File: config.mk
export PLATFORM = sky130hd
export DESIGN_NAME = aar_regs
export DESIGN_NICKNAME = d
export VERILOG_FILES = /design/src/design/aar_pkg.sv /design/src/design/aar_regs.sv
export SDC_FILE = /design/constraint.sdc
export NUM_CORES = 1
export LEC_CHECK = 0
export BUFFER_PORTS_ARGS = -buffer_cell sky130_fd_sc_hd__buf_2
export CORE_ASPECT_RATIO = 0.6
export CORE_UTILIZATION = 44
export DETAILED_ROUTE_END_ITERATION = 10
export PLACE_DENSITY = 0.74
export SLEW_MARGIN = 20
export SYNTH_ARGS = -nofsm -noshare
export SYNTH_HDL_FRONTEND = slang
export SYNTH_SLANG_ARGS = --single-unit
export TNS_END_PERCENT = 10
File: constraint.sdc
create_clock -name core_clk -period 1.5 [get_ports core_clk]
set_input_delay 0.3 -clock core_clk [delete_from_list [all_inputs] [get_ports core_clk]]
set_output_delay 0.3 -clock core_clk [all_outputs]
set_load 0.02 [all_outputs]
File: src/design/aar_pkg.sv
package aar_pkg;
  // Register indices on the management port
  localparam logic [4:0] AAR_IDX_ADV = 5'h04;
  localparam logic [4:0] AAR_IDX_LPA = 5'h05;
  localparam logic [4:0] AAR_IDX_EXP = 5'h06;

  // Local advertisement field positions
  localparam int ADV_NEXT_PAGE = 15;
  localparam int ADV_REMOTE_FAULT = 13;
  localparam int ADV_EXT_NEXT_PAGE = 12;
  localparam int ADV_ASYM_PAUSE = 11;
  localparam int ADV_SYM_PAUSE = 10;
  localparam int ADV_T4 = 9;
  localparam int ADV_TX_FULL = 8;
  localparam int ADV_TX_HALF = 7;
  localparam int ADV_T10_FULL = 6;
  localparam int ADV_T10_HALF = 5;
  localparam int SEL_MSB = 4;

  // Writable bits of the advertisement word; bit 14 is reserved
  localparam logic [15:0] ADV_WRITE_MASK = 16'hBFFF;
  localparam logic [15:0] ADV_RESET = 16'h0C01;
  localparam logic [4:0] SEL_IEEE8023 = 5'h01;

  // Strap bit order: full100, half100, full10, half10
  localparam int STRAP_TX_FULL = 3;
  localparam int STRAP_TX_HALF = 2;
  localparam int STRAP_T10_FULL = 1;
  localparam int STRAP_T10_HALF = 0;

  // Partner ability field positions
  localparam int LPA_NEXT_PAGE = 15;
  localparam int LPA_ACK = 14;
  localparam logic [15:0] LPA_RESET = 16'h0000;

  // Expansion field positions
  localparam int EXP_NP_LOC_ABLE = 6;
  localparam int EXP_NP_LOC = 5;
  localparam int EXP_PD_FAULT = 4;
  localparam int EXP_LP_NP_ABLE = 3;
  localparam int EXP_NP_ABLE = 2;
  localparam int EXP_PAGE_RX = 1;
  localparam int EXP_LP_AN_ABLE = 0;

  // Events reported by the negotiation engine
  typedef struct packed {
    logic pageValid;
    logic basePage;
    logic [15:0] word;
    logic parallelFault;
    logic partnerAnAble;
  } aar_link_type;

  // One management access
  typedef struct packed {
    logic rd;
    logic wr;
    logic [4:0] index;
    logic [15:0] data;
  } aar_mgmt_type;
endpackage : aar_pkg

File: src/design/aar_regs.sv
// Notes on behaviour
// [RQ1] Advertisement bit 6 writable; set advertises 10BASE-T full duplex.
// [RQ2] Advertisement bit 5 writable; set advertises 10BASE-T half duplex.
// [RQ3] Selector bits 4:0 writable, reset 00001 meaning IEEE 802.3.
// [RQ4] 10/100 duplex advertisement defaults come from four strap inputs at reset.
// [RQ5] Partner register read-only; bit15 next page, bit14 word received; reset 0.
// [RQ6] Partner bit13 remote fault, bit12 extended next page; read-only, reset 0.
// [RQ7] Partner bit11 asymmetric pause, bit10 symmetric pause; read-only, reset 0.
// [RQ8] Partner bits 9..5: T4, 100 full, 100 half, 10 full, 10 half.
// [RQ9] Partner selector bits 4:0 read-only, reset zero, holds partner message type.
// [RQ10] Expansion bit 6 always reads 1.
// [RQ11] Expansion bit 5 always reads 1: next pages go to index 8.
// [RQ12] Expansion bit 4 latches high on parallel detection fault; reset 0.
// [RQ13] Expansion bit 3 shows partner next page ability; reset 0.
// [RQ14] Expansion bit 2 always reads 1: local next page support.
// [RQ15] Expansion bit 1 latches high on every received page; reset 0.
// [RQ16] Expansion bit 0 shows partner negotiation ability; reset 0.
// [RQ17] Latched flags hold until expansion register read; new event beats clear.
// [RQ18] Partner register loads from each received base page; writes ignored.
// [RQ19] Advertisement index 4 read/write; pause bits 11,10 default to 1.
module aar_regs
  import aar_pkg::*;
(
  input wire logic core_clk,
  input wire logic rst,
  input wire logic [3:0] modeStrap,
  input wire aar_mgmt_type mgmt,
  input wire aar_link_type link,
  output logic [15:0] rdData,
  output logic rdValid,
  output logic [15:0] advWord
);

  logic [15:0] adv_reg;
  logic strapDone_reg;
  logic [15:0] lpa_reg;
  logic pdFault_reg;
  logic pageRx_reg;
  logic anAble_reg;
  logic [15:0] expView;
  logic [15:0] rdMux;
  logic expRead;

  assign expRead = mgmt.rd && (mgmt.index == AAR_IDX_EXP);

  // Straps are caught on the first edge after release, never under reset
  always_ff @(posedge core_clk or posedge rst) begin
    if (rst) begin
      strapDone_reg <= 1'b0;
    end else begin
      strapDone_reg <= 1'b1;
    end
  end

  always_ff @(posedge core_clk or posedge rst) begin
    if (rst) begin
      adv_reg <= ADV_RESET; // RQ3 RQ19
    end else if (!strapDone_reg) begin
      adv_reg[ADV_TX_FULL] <= modeStrap[STRAP_TX_FULL]; // RQ4
      adv_reg[ADV_TX_HALF] <= modeStrap[STRAP_TX_HALF]; // RQ4
      adv_reg[ADV_T10_FULL] <= modeStrap[STRAP_T10_FULL]; // RQ4
      adv_reg[ADV_T10_HALF] <= modeStrap[STRAP_T10_HALF]; // RQ4
    end else if (mgmt.wr && mgmt.index == AAR_IDX_ADV) begin
      adv_reg <= mgmt.data & ADV_WRITE_MASK; // RQ1 RQ2 RQ3 RQ19
    end
  end

  // The negotiation engine sends exactly what is stored
  assign advWord = adv_reg; // RQ1 RQ2

  // Management writes never reach this register
  always_ff @(posedge core_clk or posedge rst) begin
    if (rst) begin
      lpa_reg <= LPA_RESET; // RQ5 RQ6 RQ7 RQ8 RQ9
    end else if (link.pageValid && link.basePage) begin
      lpa_reg <= link.word; // RQ18 RQ6 RQ7 RQ8 RQ9
      lpa_reg[LPA_ACK] <= 1'b1; // RQ5
    end
  end

  // Set is listed last so an event in the read cycle survives
  always_ff @(posedge core_clk or posedge rst) begin
    if (rst) begin
      pdFault_reg <= 1'b0;
      pageRx_reg <= 1'b0;
    end else begin
      if (expRead) begin
        pdFault_reg <= 1'b0; // RQ17
        pageRx_reg <= 1'b0; // RQ17
      end
      if (link.parallelFault) begin
        pdFault_reg <= 1'b1; // RQ12
      end
      if (link.pageValid) begin
        pageRx_reg <= 1'b1; // RQ15
      end
    end
  end

  always_ff @(posedge core_clk or posedge rst) begin
    if (rst) begin
      anAble_reg <= 1'b0;
    end else begin
      anAble_reg <= link.partnerAnAble; // RQ16
    end
  end

  always_comb begin
    expView = 16'h0000;
    expView[EXP_NP_LOC_ABLE] = 1'b1; // RQ10
    expView[EXP_NP_LOC] = 1'b1; // RQ11
    expView[EXP_PD_FAULT] = pdFault_reg;
    expView[EXP_LP_NP_ABLE] = lpa_reg[LPA_NEXT_PAGE]; // RQ13
    expView[EXP_NP_ABLE] = 1'b1; // RQ14
    expView[EXP_PAGE_RX] = pageRx_reg;
    expView[EXP_LP_AN_ABLE] = anAble_reg;
  end

  always_comb begin
    case (mgmt.index)
      AAR_IDX_ADV: rdMux = adv_reg;
      AAR_IDX_LPA: rdMux = lpa_reg;
      AAR_IDX_EXP: rdMux = expView;
      default: rdMux = 16'h0000;
    endcase
  end

  // Read data shows the state before any clear of the same cycle
  always_ff @(posedge core_clk or posedge rst) begin
    if (rst) begin
      rdData <= 16'h0000;
      rdValid <= 1'b0;
    end else begin
      rdValid <= mgmt.rd;
      if (mgmt.rd) begin
        rdData <= rdMux;
      end
    end
  end
endmodule : aar_regs

; Word level (Yosys, flattened, before mapping)
; Index checks and enable logic that the tools add are counted.
[word_totals]
ramBits = 0
regBits = 52
wordCells = 25
latch_bits = 0
out_inout_bits = 33
inputBits = 49
n_memories = 0
mem_bits_ro = 0
[classes]
n_eq_ne = 4
shifts = 0
reduce_logical = 6
n_mul = 0
magnitude_cmp = 0
n_mux = 6
div = 0
n_bitwise = 0
n_addsub = 0
[op_table]
columns = cell, count
row1 = 16-bit case mux with 3 select lines, 1
row2 = 5-bit by 3-bit equality test with 1-bit output (second input constant), 3
row3 = 9-bit two-way mux, 1
row4 = 4-bit two-way mux, 1
row5 = 2-bit nonzero test, 2
row6 = 1-bit logical AND, 3
row7 = 1-bit two-way mux, 3
row8 = 2-bit by 1-bit inequality test with 1-bit output (second input constant), 1
row9 = 2-bit AND reduction, 1

; Longest topological paths before layout
; Gate-level depths: netlist of run 1.
[logic_depth]
depth_word = 4
depth_mapped = 5
mapped_depth_nobuf = 3

; Worst setup path after synthesis of run 1
; No wires, ideal clock.
[synth_path]
path_type = input port to flip-flop
from = input port mgmt[17] in the netlist's numbering
to = register rdData[0]
path_stages = 5
setup_slack_ns = 0.008
required_time_ns = 1.434
path_buffers = 2
setup_time_ns = 0.066
arrival_time_ns = 1.425
cell_sequence = buf_4 or4b_1 buf_2 o32ai_1 a221o_1
[synth_between]
elab_chain_cells = 2
elab_cells_between_ends = 4
cone_classes = eq/ne: 3 / mux: 1
[synth_lines]
columns = element, line
row1 = "start, declared", aar_regs.sv:27  ; input wire aar_mgmt_type mgmt,
row2 = 5-bit by 3-bit equality test with 1-bit output, aar_regs.sv:120  ; case (mgmt.index)
row3 = 16-bit case mux with 3 select lines (*), aar_regs.sv:120
row4 = "end signal, assigned", aar_regs.sv:136  ; rdData <= rdMux;
row5 = "end, declared", aar_regs.sv:29  ; output logic [15:0] rdData,
; Mark *: on every way between the ends. The rest lies on a longest branch, timed or not.
; A chain may end at the register's enable or synchronous reset.

; Worst setup path in the final report of run 1
[layout_path]
from = register adv_reg[0], in the netlist advWord[0]
to = output port advWord[0]
[layout_lines]
columns = element, line
row1 = "start, declared", aar_regs.sv:34  ; logic [15:0] adv_reg;
row2 = "start signal, assigned by index", aar_regs.sv:59  ; adv_reg[ADV_TX_FULL] <= modeStrap[STRAP_TX_FULL];
row3 = "start signal, assigned by index", aar_regs.sv:60  ; adv_reg[ADV_TX_HALF] <= modeStrap[STRAP_TX_HALF];
row4 = "start signal, assigned by index", aar_regs.sv:61  ; adv_reg[ADV_T10_FULL] <= modeStrap[STRAP_T10_FULL];
row5 = "end, declared", aar_regs.sv:31  ; output logic [15:0] advWord
; No word-level cell between the ends.

==> metrics.md, run 1 <==
| Metric | Value |
|---|---|
| Outcome | completed |
| Post-synthesis cell count | 171 |
| Total gr overflow | 0 |
| Synth Cell Area | 0.00222 mm² |
| CTS tree | done |
| Skew final | 0.00148 ns |
| # DRC | 0 |
| Hold Path Class | input port to async pin |
| Required time of the critical path | 1.20 ns |
| DIE AREA | 0.00534 mm² |
| Synth Net Count | 220 |
| Initial DRC Count | 38 |
| Crit-path leading delay family | flip-flops |
| Gate power share | 15.4% |
| Internal Pwr Total | 0.00225 W |
| Total Routing Usage GR | 20.6% |
| Pwr/cell area | 1040 mW/mm² |
| Post-CTS Setup Bufs | 0 |
| Initial antenna violation count | 0 |
| Avg Cell Area, Syn | 13.0 µm² |
| Worst hold slack | 0.0394 ns |
| Highest-delay cell along the critical path | dfstp_2 |
| Final Slew Violations | 0 |
| First-pass DRT Iterations | 4 |
| Highest clock rate | 0.758 GHz |
| Register share of total power | 53.1% |
| Max incr delay on CP | 0.56 ns |
| Worst-path clk slew | 0.09 ns |
| Longest Clk Path Bufs | 2 |
| Core footprint | 0.00471 mm² |
| CP Max Fanout | 3 |
| WP buf/inv | 1 |
| Total number of vias | 1,728 |
| WS Path Type | flop to output pin |
| Leakage | 1.48 nW |
| Fraction of layout cells with a size suffix above 1 | 51.7% |
| Max IR drop VDD | 0.707 mV |
| Top Ports | 82 |
| HPWL Detailed | 3840 µm |
| Number of distinct library cells after synthesis | 26 |
| Die span in y | 57.0 µm |
| Mux contribution to synthesized area | 13.2% |
| Yosys warnings | 0 |
| Synthesis-to-finish area growth | 32.4% |
| Clk sinks | 52 |
| IO buf count | 78 |
| Gp weighted congestion | 0.822 |
| Nature of the critical path endpoint | output pin |
| Critical-path cell list | buf_2 |
| Horiz. Die Dim | 93.6 µm |
| Resized cells post-CTS | 0 |
| Final Cell Area | 0.00294 mm² |
| Hold Buf Count CTS | 0 |
| WL per Instance | 15.5 µm |
| Vias per cell | 5.20 |
| First-pass GRT wire length | 8400 µm |
| CP startpoint kind | flop |
| Synth Area in XOR/XNOR | 0% |
| Largest family of logic cells by synthesized area | multiplexers |
| Total CTS buffers | 5 |
| Worst setup margin | 0.181 ns |
| Clk pwr share | 31.5% |
| Dpl cell area | 0.00282 mm² |
| Synthesized flop and latch total | 52 |
| Area share of fa/ha/maj cells after synthesis | 0% |
| RSZ-0062 raised after global routing | false |
| Pre-CTS setup slack | -0.0878 ns |
| Antenna-violating nets left | 0 |
| Maxcap violations | 0 |
| Largest net degree at the start of global routing | 53 |
| Initial Util | 47.1% |
| Simple-gate share of the synthesized area | 11.6% |
| Sequential share of the synthesized area | 58.9% |
| Sw Share | 26.0% |
| Antenna diodes | 0 |
| CTS root buf | clkbuf_8 |
| Vias in the first global route | 1,724 |
| H-tree levels | 2 |
| Net Sw Power | 0.000791 W |
| Compound-Gate Fraction of Synth Area | 12.6% |
| WP depth | 1 |
| Nets | 317 |
| Final worst path period share | 87.9% |
| Final hold violation count | 0 |
| Critical path arrival | 1.02 ns |
| Rows | 19 |
| Design Power | 0.00304 W |
| Worst skew pair latency | 0.30 ns |
| Routed wire length | 5140 µm |
| Final setup fails | 0 |
| Min Clock Period, post-route | 1.32 ns |
| FF-to-FF path depth | 3 |
[worst register-to-register path: cells and delay by family (launching register included)]
| family | cells | cell delay, ns |
|---|---|---|
| flops | 1 | 0.47 |
| buf+inv | 1 | 0.22 |
| mux | 1 | 0.36 |
| simple gates | 1 | 0.10 |
[cell usage after synthesis]
master	instances	area (µm²)
inv_1	9	33.8
o2bb2ai_1	1	8.76
o21bai_1	2	15.0
nor3b_2	1	12.5
nor2b_1	13	81.3
nand2b_1	6	37.5
dfrtp_1	49	1230
nor2_1	7	26.3
nand2_1	1	3.75
nand4bb_1	2	22.5
dfstp_2	3	78.8
o32ai_1	4	35.0
conb_1	2	7.51
a221o_1	15	150
nor3_1	4	20.0
nor3_2	1	10.0
nand3_1	2	10.0
or4b_1	1	10.0
a31oi_1	4	25.0
buf_4	2	15.0
clkbuf_1	3	11.3
buf_2	3	15.0
mux2_2	26	293
nor4b_4	1	23.8
a21oi_1	5	25.0
o21ai_0	4	20.0
[layout make-up]
type / count / area [µm²]
Timing Repair Buffer: 98 / 566
Clock buffer: 5 / 68.8
Tap cell: 63 / 78.8
Inverter: 9 / 37.5
Multi-Input combinational cell: 102 / 837
Sequential cell: 52 / 1310
Fill cell: 407 / 1770
Clock inverter: 3 / 42.5
[per-stage QoR]
stage	instances	setup TNS (ns)	utilization (%)
finish	332	0	62.4
global route	332	0	62.4
CTS	332	0	62.4
detailed placement	324	-1.12	60.0
global placement	324	-1.07	60.0
floorplan	171	0	-
[logic make-up after synthesis]
| family | after synthesis |
|---|---|
| muxes | 26 |
| buffers and inverters | 17 |
| other | 2 |
| AOI/OAI and AO/OA | 35 |
| and+or+nand+nor | 39 |
| DFF | 52 |
[final timing paths]
kind                          startpoint  slack (ns)     endpoint
hold reg to reg              lpa_reg[14]        0.49  lpa_reg[14]
setup reg to reg           strapDone_reg        0.25   advWord[9]
hold / removal                       rst        0.04   lpa_reg[7]
min in group core_clk            link[0]        0.10   anAble_reg
max in group asynchronous            rst        1.17   advWord[0]
setup / recovery              advWord[0]        0.18   advWord[0]
[routing by layer]
layer | wire length (µm) | global-route usage, % | part of all wire (%) | up-vias
met1 | 2600 | 31.2 | 51 | 850
met5 | 0 | 0 | 0 | -
met2 | 2210 | 30.5 | 43 | 66
met4 | 0 | 2.42 | 0 | 0
met3 | 322 | 5.87 | 6.3 | 0
li1 | - | - | - | 812
[cell usage in the layout, fill, tap and decap left out, types with 2 or more instances in the layout]
cell type,instances
inv_1,8
nor2_1,7
a221o_1,15
o32ai_1,4
clkinvlp_4,2
nand2b_1,6
a31oi_1,4
o21ai_0,4
nor3_1,4
o21bai_1,2
buf_4,18
dfstp_2,3
mux2_2,26
nand3_1,2
conb_1,2
clkbuf_8,5
nand4bb_1,2
buf_2,78
dfrtp_1,49
nor2b_1,13
a21oi_1,5
buf_12,2
[power groups by stage]
stage          clock network [W]  logic (W)  registers (W)
2_1_floorplan                  0   0.000200        0.00170
3_3_place_gp                   0   0.000464        0.00164
3_5_place_dp                   0   0.000474        0.00164
4_1_cts                 0.000974   0.000476        0.00162
5_1_grt                  0.00104   0.000515        0.00163
6_report                0.000958   0.000470        0.00162
(Power assumes the default switching activity.)
==> run 2, diff against run 1 <==
- BUFFER_PORTS_ARGS: -buffer_cell sky130_fd_sc_hd__buf_2 -> -buffer_cell sky130_fd_sc_hd__buf_4
==> run 2 against run 1 <==
Combinational power is 14% higher. Flip-flop and latch count stayed put. Clock skew is 0.0099 ns higher. Die area stayed put. Cell count is 0.30% higher. Clock power is 0.9% higher.
==> metrics.md, run 2 (synthesis results as in run 1) <==
| Metric | Value |
|---|---|
| DIE AREA | 0.00534 mm² (unchanged) |
| Final Slew Violations | 0 (unchanged) |
| Worst skew pair latency | 0.31 ns (about the same) |
| Min Clock Period, post-route | 1.30 ns (-0.0187 ns) |
| Total CTS buffers | 5 (unchanged) |
| First-pass GRT wire length | 8650 µm (+3.0%) |
| Core footprint | 0.00471 mm² (unchanged) |
| WP buf/inv | 1 (unchanged) |
| Crit path from | advWord[11] |
| RSZ-0062 raised after global routing | false |
| Critical path arrival | 1.00 ns (-0.02 ns) |
| Design Power | 0.00312 W (+2.6%) |
| Worst Setup EP | advWord[11] |
| Final setup fails | 0 (unchanged) |
| R2R setup slack | 0.27 ns (+0.02 ns) |
| Routed wire length | 5200 µm (+1.1%) |
| Highest clock rate | 0.769 GHz (+1.4%) |
| WL per Instance | 15.6 µm (+0.82%) |
| Antenna diodes | 0 (unchanged) |
| Required time of the critical path | 1.20 ns (about the same) |
| Worst hold slack | 0.0983 ns (+0.0589 ns) |
| Register area | 0.00131 mm² (unchanged) |
| Outcome | completed |
| Pre-CTS setup slack | -0.114 ns (-0.0260 ns) |
| Commonest cells after routing, fill and taps aside | buf_4 (97), dfrtp_1 (49), mux2_2 (26), a221o_1 (15), nor2b_1 (13) |
| Total gr overflow | 0 (unchanged) |
| Gp weighted congestion | 0.835 (+1.7%) |
| CP startpoint kind | flop |
| Max incr delay on CP | 0.55 ns (about the same) |
| Highest-delay cell along the critical path | dfstp_2 |
| RR Endpoint | advWord[1] |
| Longest Clk Path Bufs | 2 (unchanged) |
| Rows | 19 (unchanged) |
| HPWL Detailed | 3850 µm (+0.40%) |
| Clk sinks | 52 (unchanged) |
| Top Ports | 82 (unchanged) |
| H-tree levels | 2 (unchanged) |
| IO buf count | 78 (unchanged) |
| Final hold violation count | 0 (unchanged) |
| Total number of vias | 1,704 (-1.4%) |
| Most common cell after layout, fill and taps aside | buf_4 |
| Final Cell Area | 0.00313 mm² (+6.6%) |
| Fraction of layout cells with a size suffix above 1 | 51.1% (-0.56 points) |
| Initial DRC Count | 84 (+120%) |
| Critical R2R Launch | strapDone_reg |
| Final worst path period share | 86.7% (-1.2 points) |
| Horiz. Die Dim | 93.6 µm (unchanged) |
| CTS root buf | clkbuf_8 |
| Dpl cell area | 0.00301 mm² (+6.5%) |
| Synthesis-to-finish area growth | 41.1% |
| Area of the multi-input gates | 837 µm² (unchanged) |
| Nature of the critical path endpoint | output pin |
| CP Max Fanout | 3 (unchanged) |
| Initial antenna violation count | 0 (unchanged) |
| Worst setup margin | 0.200 ns (+0.0187 ns) |
| FILL cells | 381 (-6.4%) |
| WP depth | 1 (unchanged) |
| Total Routing Usage GR | 21.8% (+1.3 points) |
| Maxcap violations | 0 (unchanged) |
| Antenna-violating nets left | 0 (unchanged) |
| Final core occ | 66.5% (+4.1 points) |
| FF-to-FF path depth | 3 (unchanged) |
| Vias per cell | 5.12 (-1.7%) |
| Skew final | 0.0114 ns (+0.00994 ns) |
| Hold Path Class | input port to flop |
| Leakage | 1.52 nW (+3.3%) |
| # DRC | 0 (unchanged) |
| Critical-path cell list | buf_4 |
| CTS tree | done |
| Pwr/cell area | 998 mW/mm² (-3.7%) |
| Crit-path leading delay family | flip-flops |
| Vias in the first global route | 1,711 (-0.75%) |
| Worst-path clk slew | 0.09 ns (about the same) |
| Max IR drop VDD | 0.586 mV (-17%) |
| Nets | 318 (+0.32%) |
| First-pass DRT Iterations | 4 (unchanged) |
| Initial Util | 47.1% (unchanged) |
| WS Path Type | flop to output pin |
| Die span in y | 57.0 µm (unchanged) |
| Largest net degree at the start of global routing | 42 (-21%) |
==> run 2: worst min-delay path by stage <==
stage	startpoint	to	depth (start not counted)
global route	link[0]	anAble_reg	1
CTS	link[0]	anAble_reg	1
floorplan	link[0]	anAble_reg	0
finish	link[0]	anAble_reg	1
detailed placement	rst	rdData[7]	2
global placement	rst	lpa_reg[7]	2
==> run 2: area by class of cell <==
cell class                      instances  share of cell area [%]
Multi-Input combinational cell        102                    26.8
Tap cell                               63                    2.52
Timing Repair Buffer                   99                    24.2
Clock inverter                          2                    1.24
Clock buffer                            6                    2.32
Sequential cell                        52                    41.7
Inverter                                9                    1.20
==> run 2: per-layer routing <==
layer / share of wire (%) / wire (µm) / global-route usage (%) / up-vias
met5: 0 / 0 / 0 / -
li1: - / - / - / 818
met4: 0.40 / 21 / 3.30 / 0
met3: 8.3 / 430 / 8.40 / 3
met2: 41 / 2150 / 30.1 / 68
met1: 50 / 2600 / 33.2 / 815
==> run 2: metrics by stage <==
step / TNS [ns] / std cells
CTS: 0 / 333
finish: 0 / 333
detailed placement: -1.50 / 324
floorplan: 0 / 171
global placement: -1.21 / 324
global route: 0 / 333
==> run 2: power breakdown <==
| group | total [W] | leakage (nW) | internal, W | switching [W] |
|---|---|---|---|---|
| Sequential | 0.00162 | 0.641 | 0.00153 | 0.0000851 |
| Combinational | 0.000538 | 0.827 | 0.000293 | 0.000244 |
| Clock | 0.000967 | 0.0558 | 0.000504 | 0.000463 |
| Total | 0.00312 | 1.52 | 0.00233 | 0.000793 |
==> run 2: what timing repair did <==
action                                  4_1_cts  5_1_grt
endpoints found under the setup margin        0        0
hold endpoints to repair                     11        0
resized for setup                             0        0
buffers inserted                              0        0
hold buffers                                  1        0
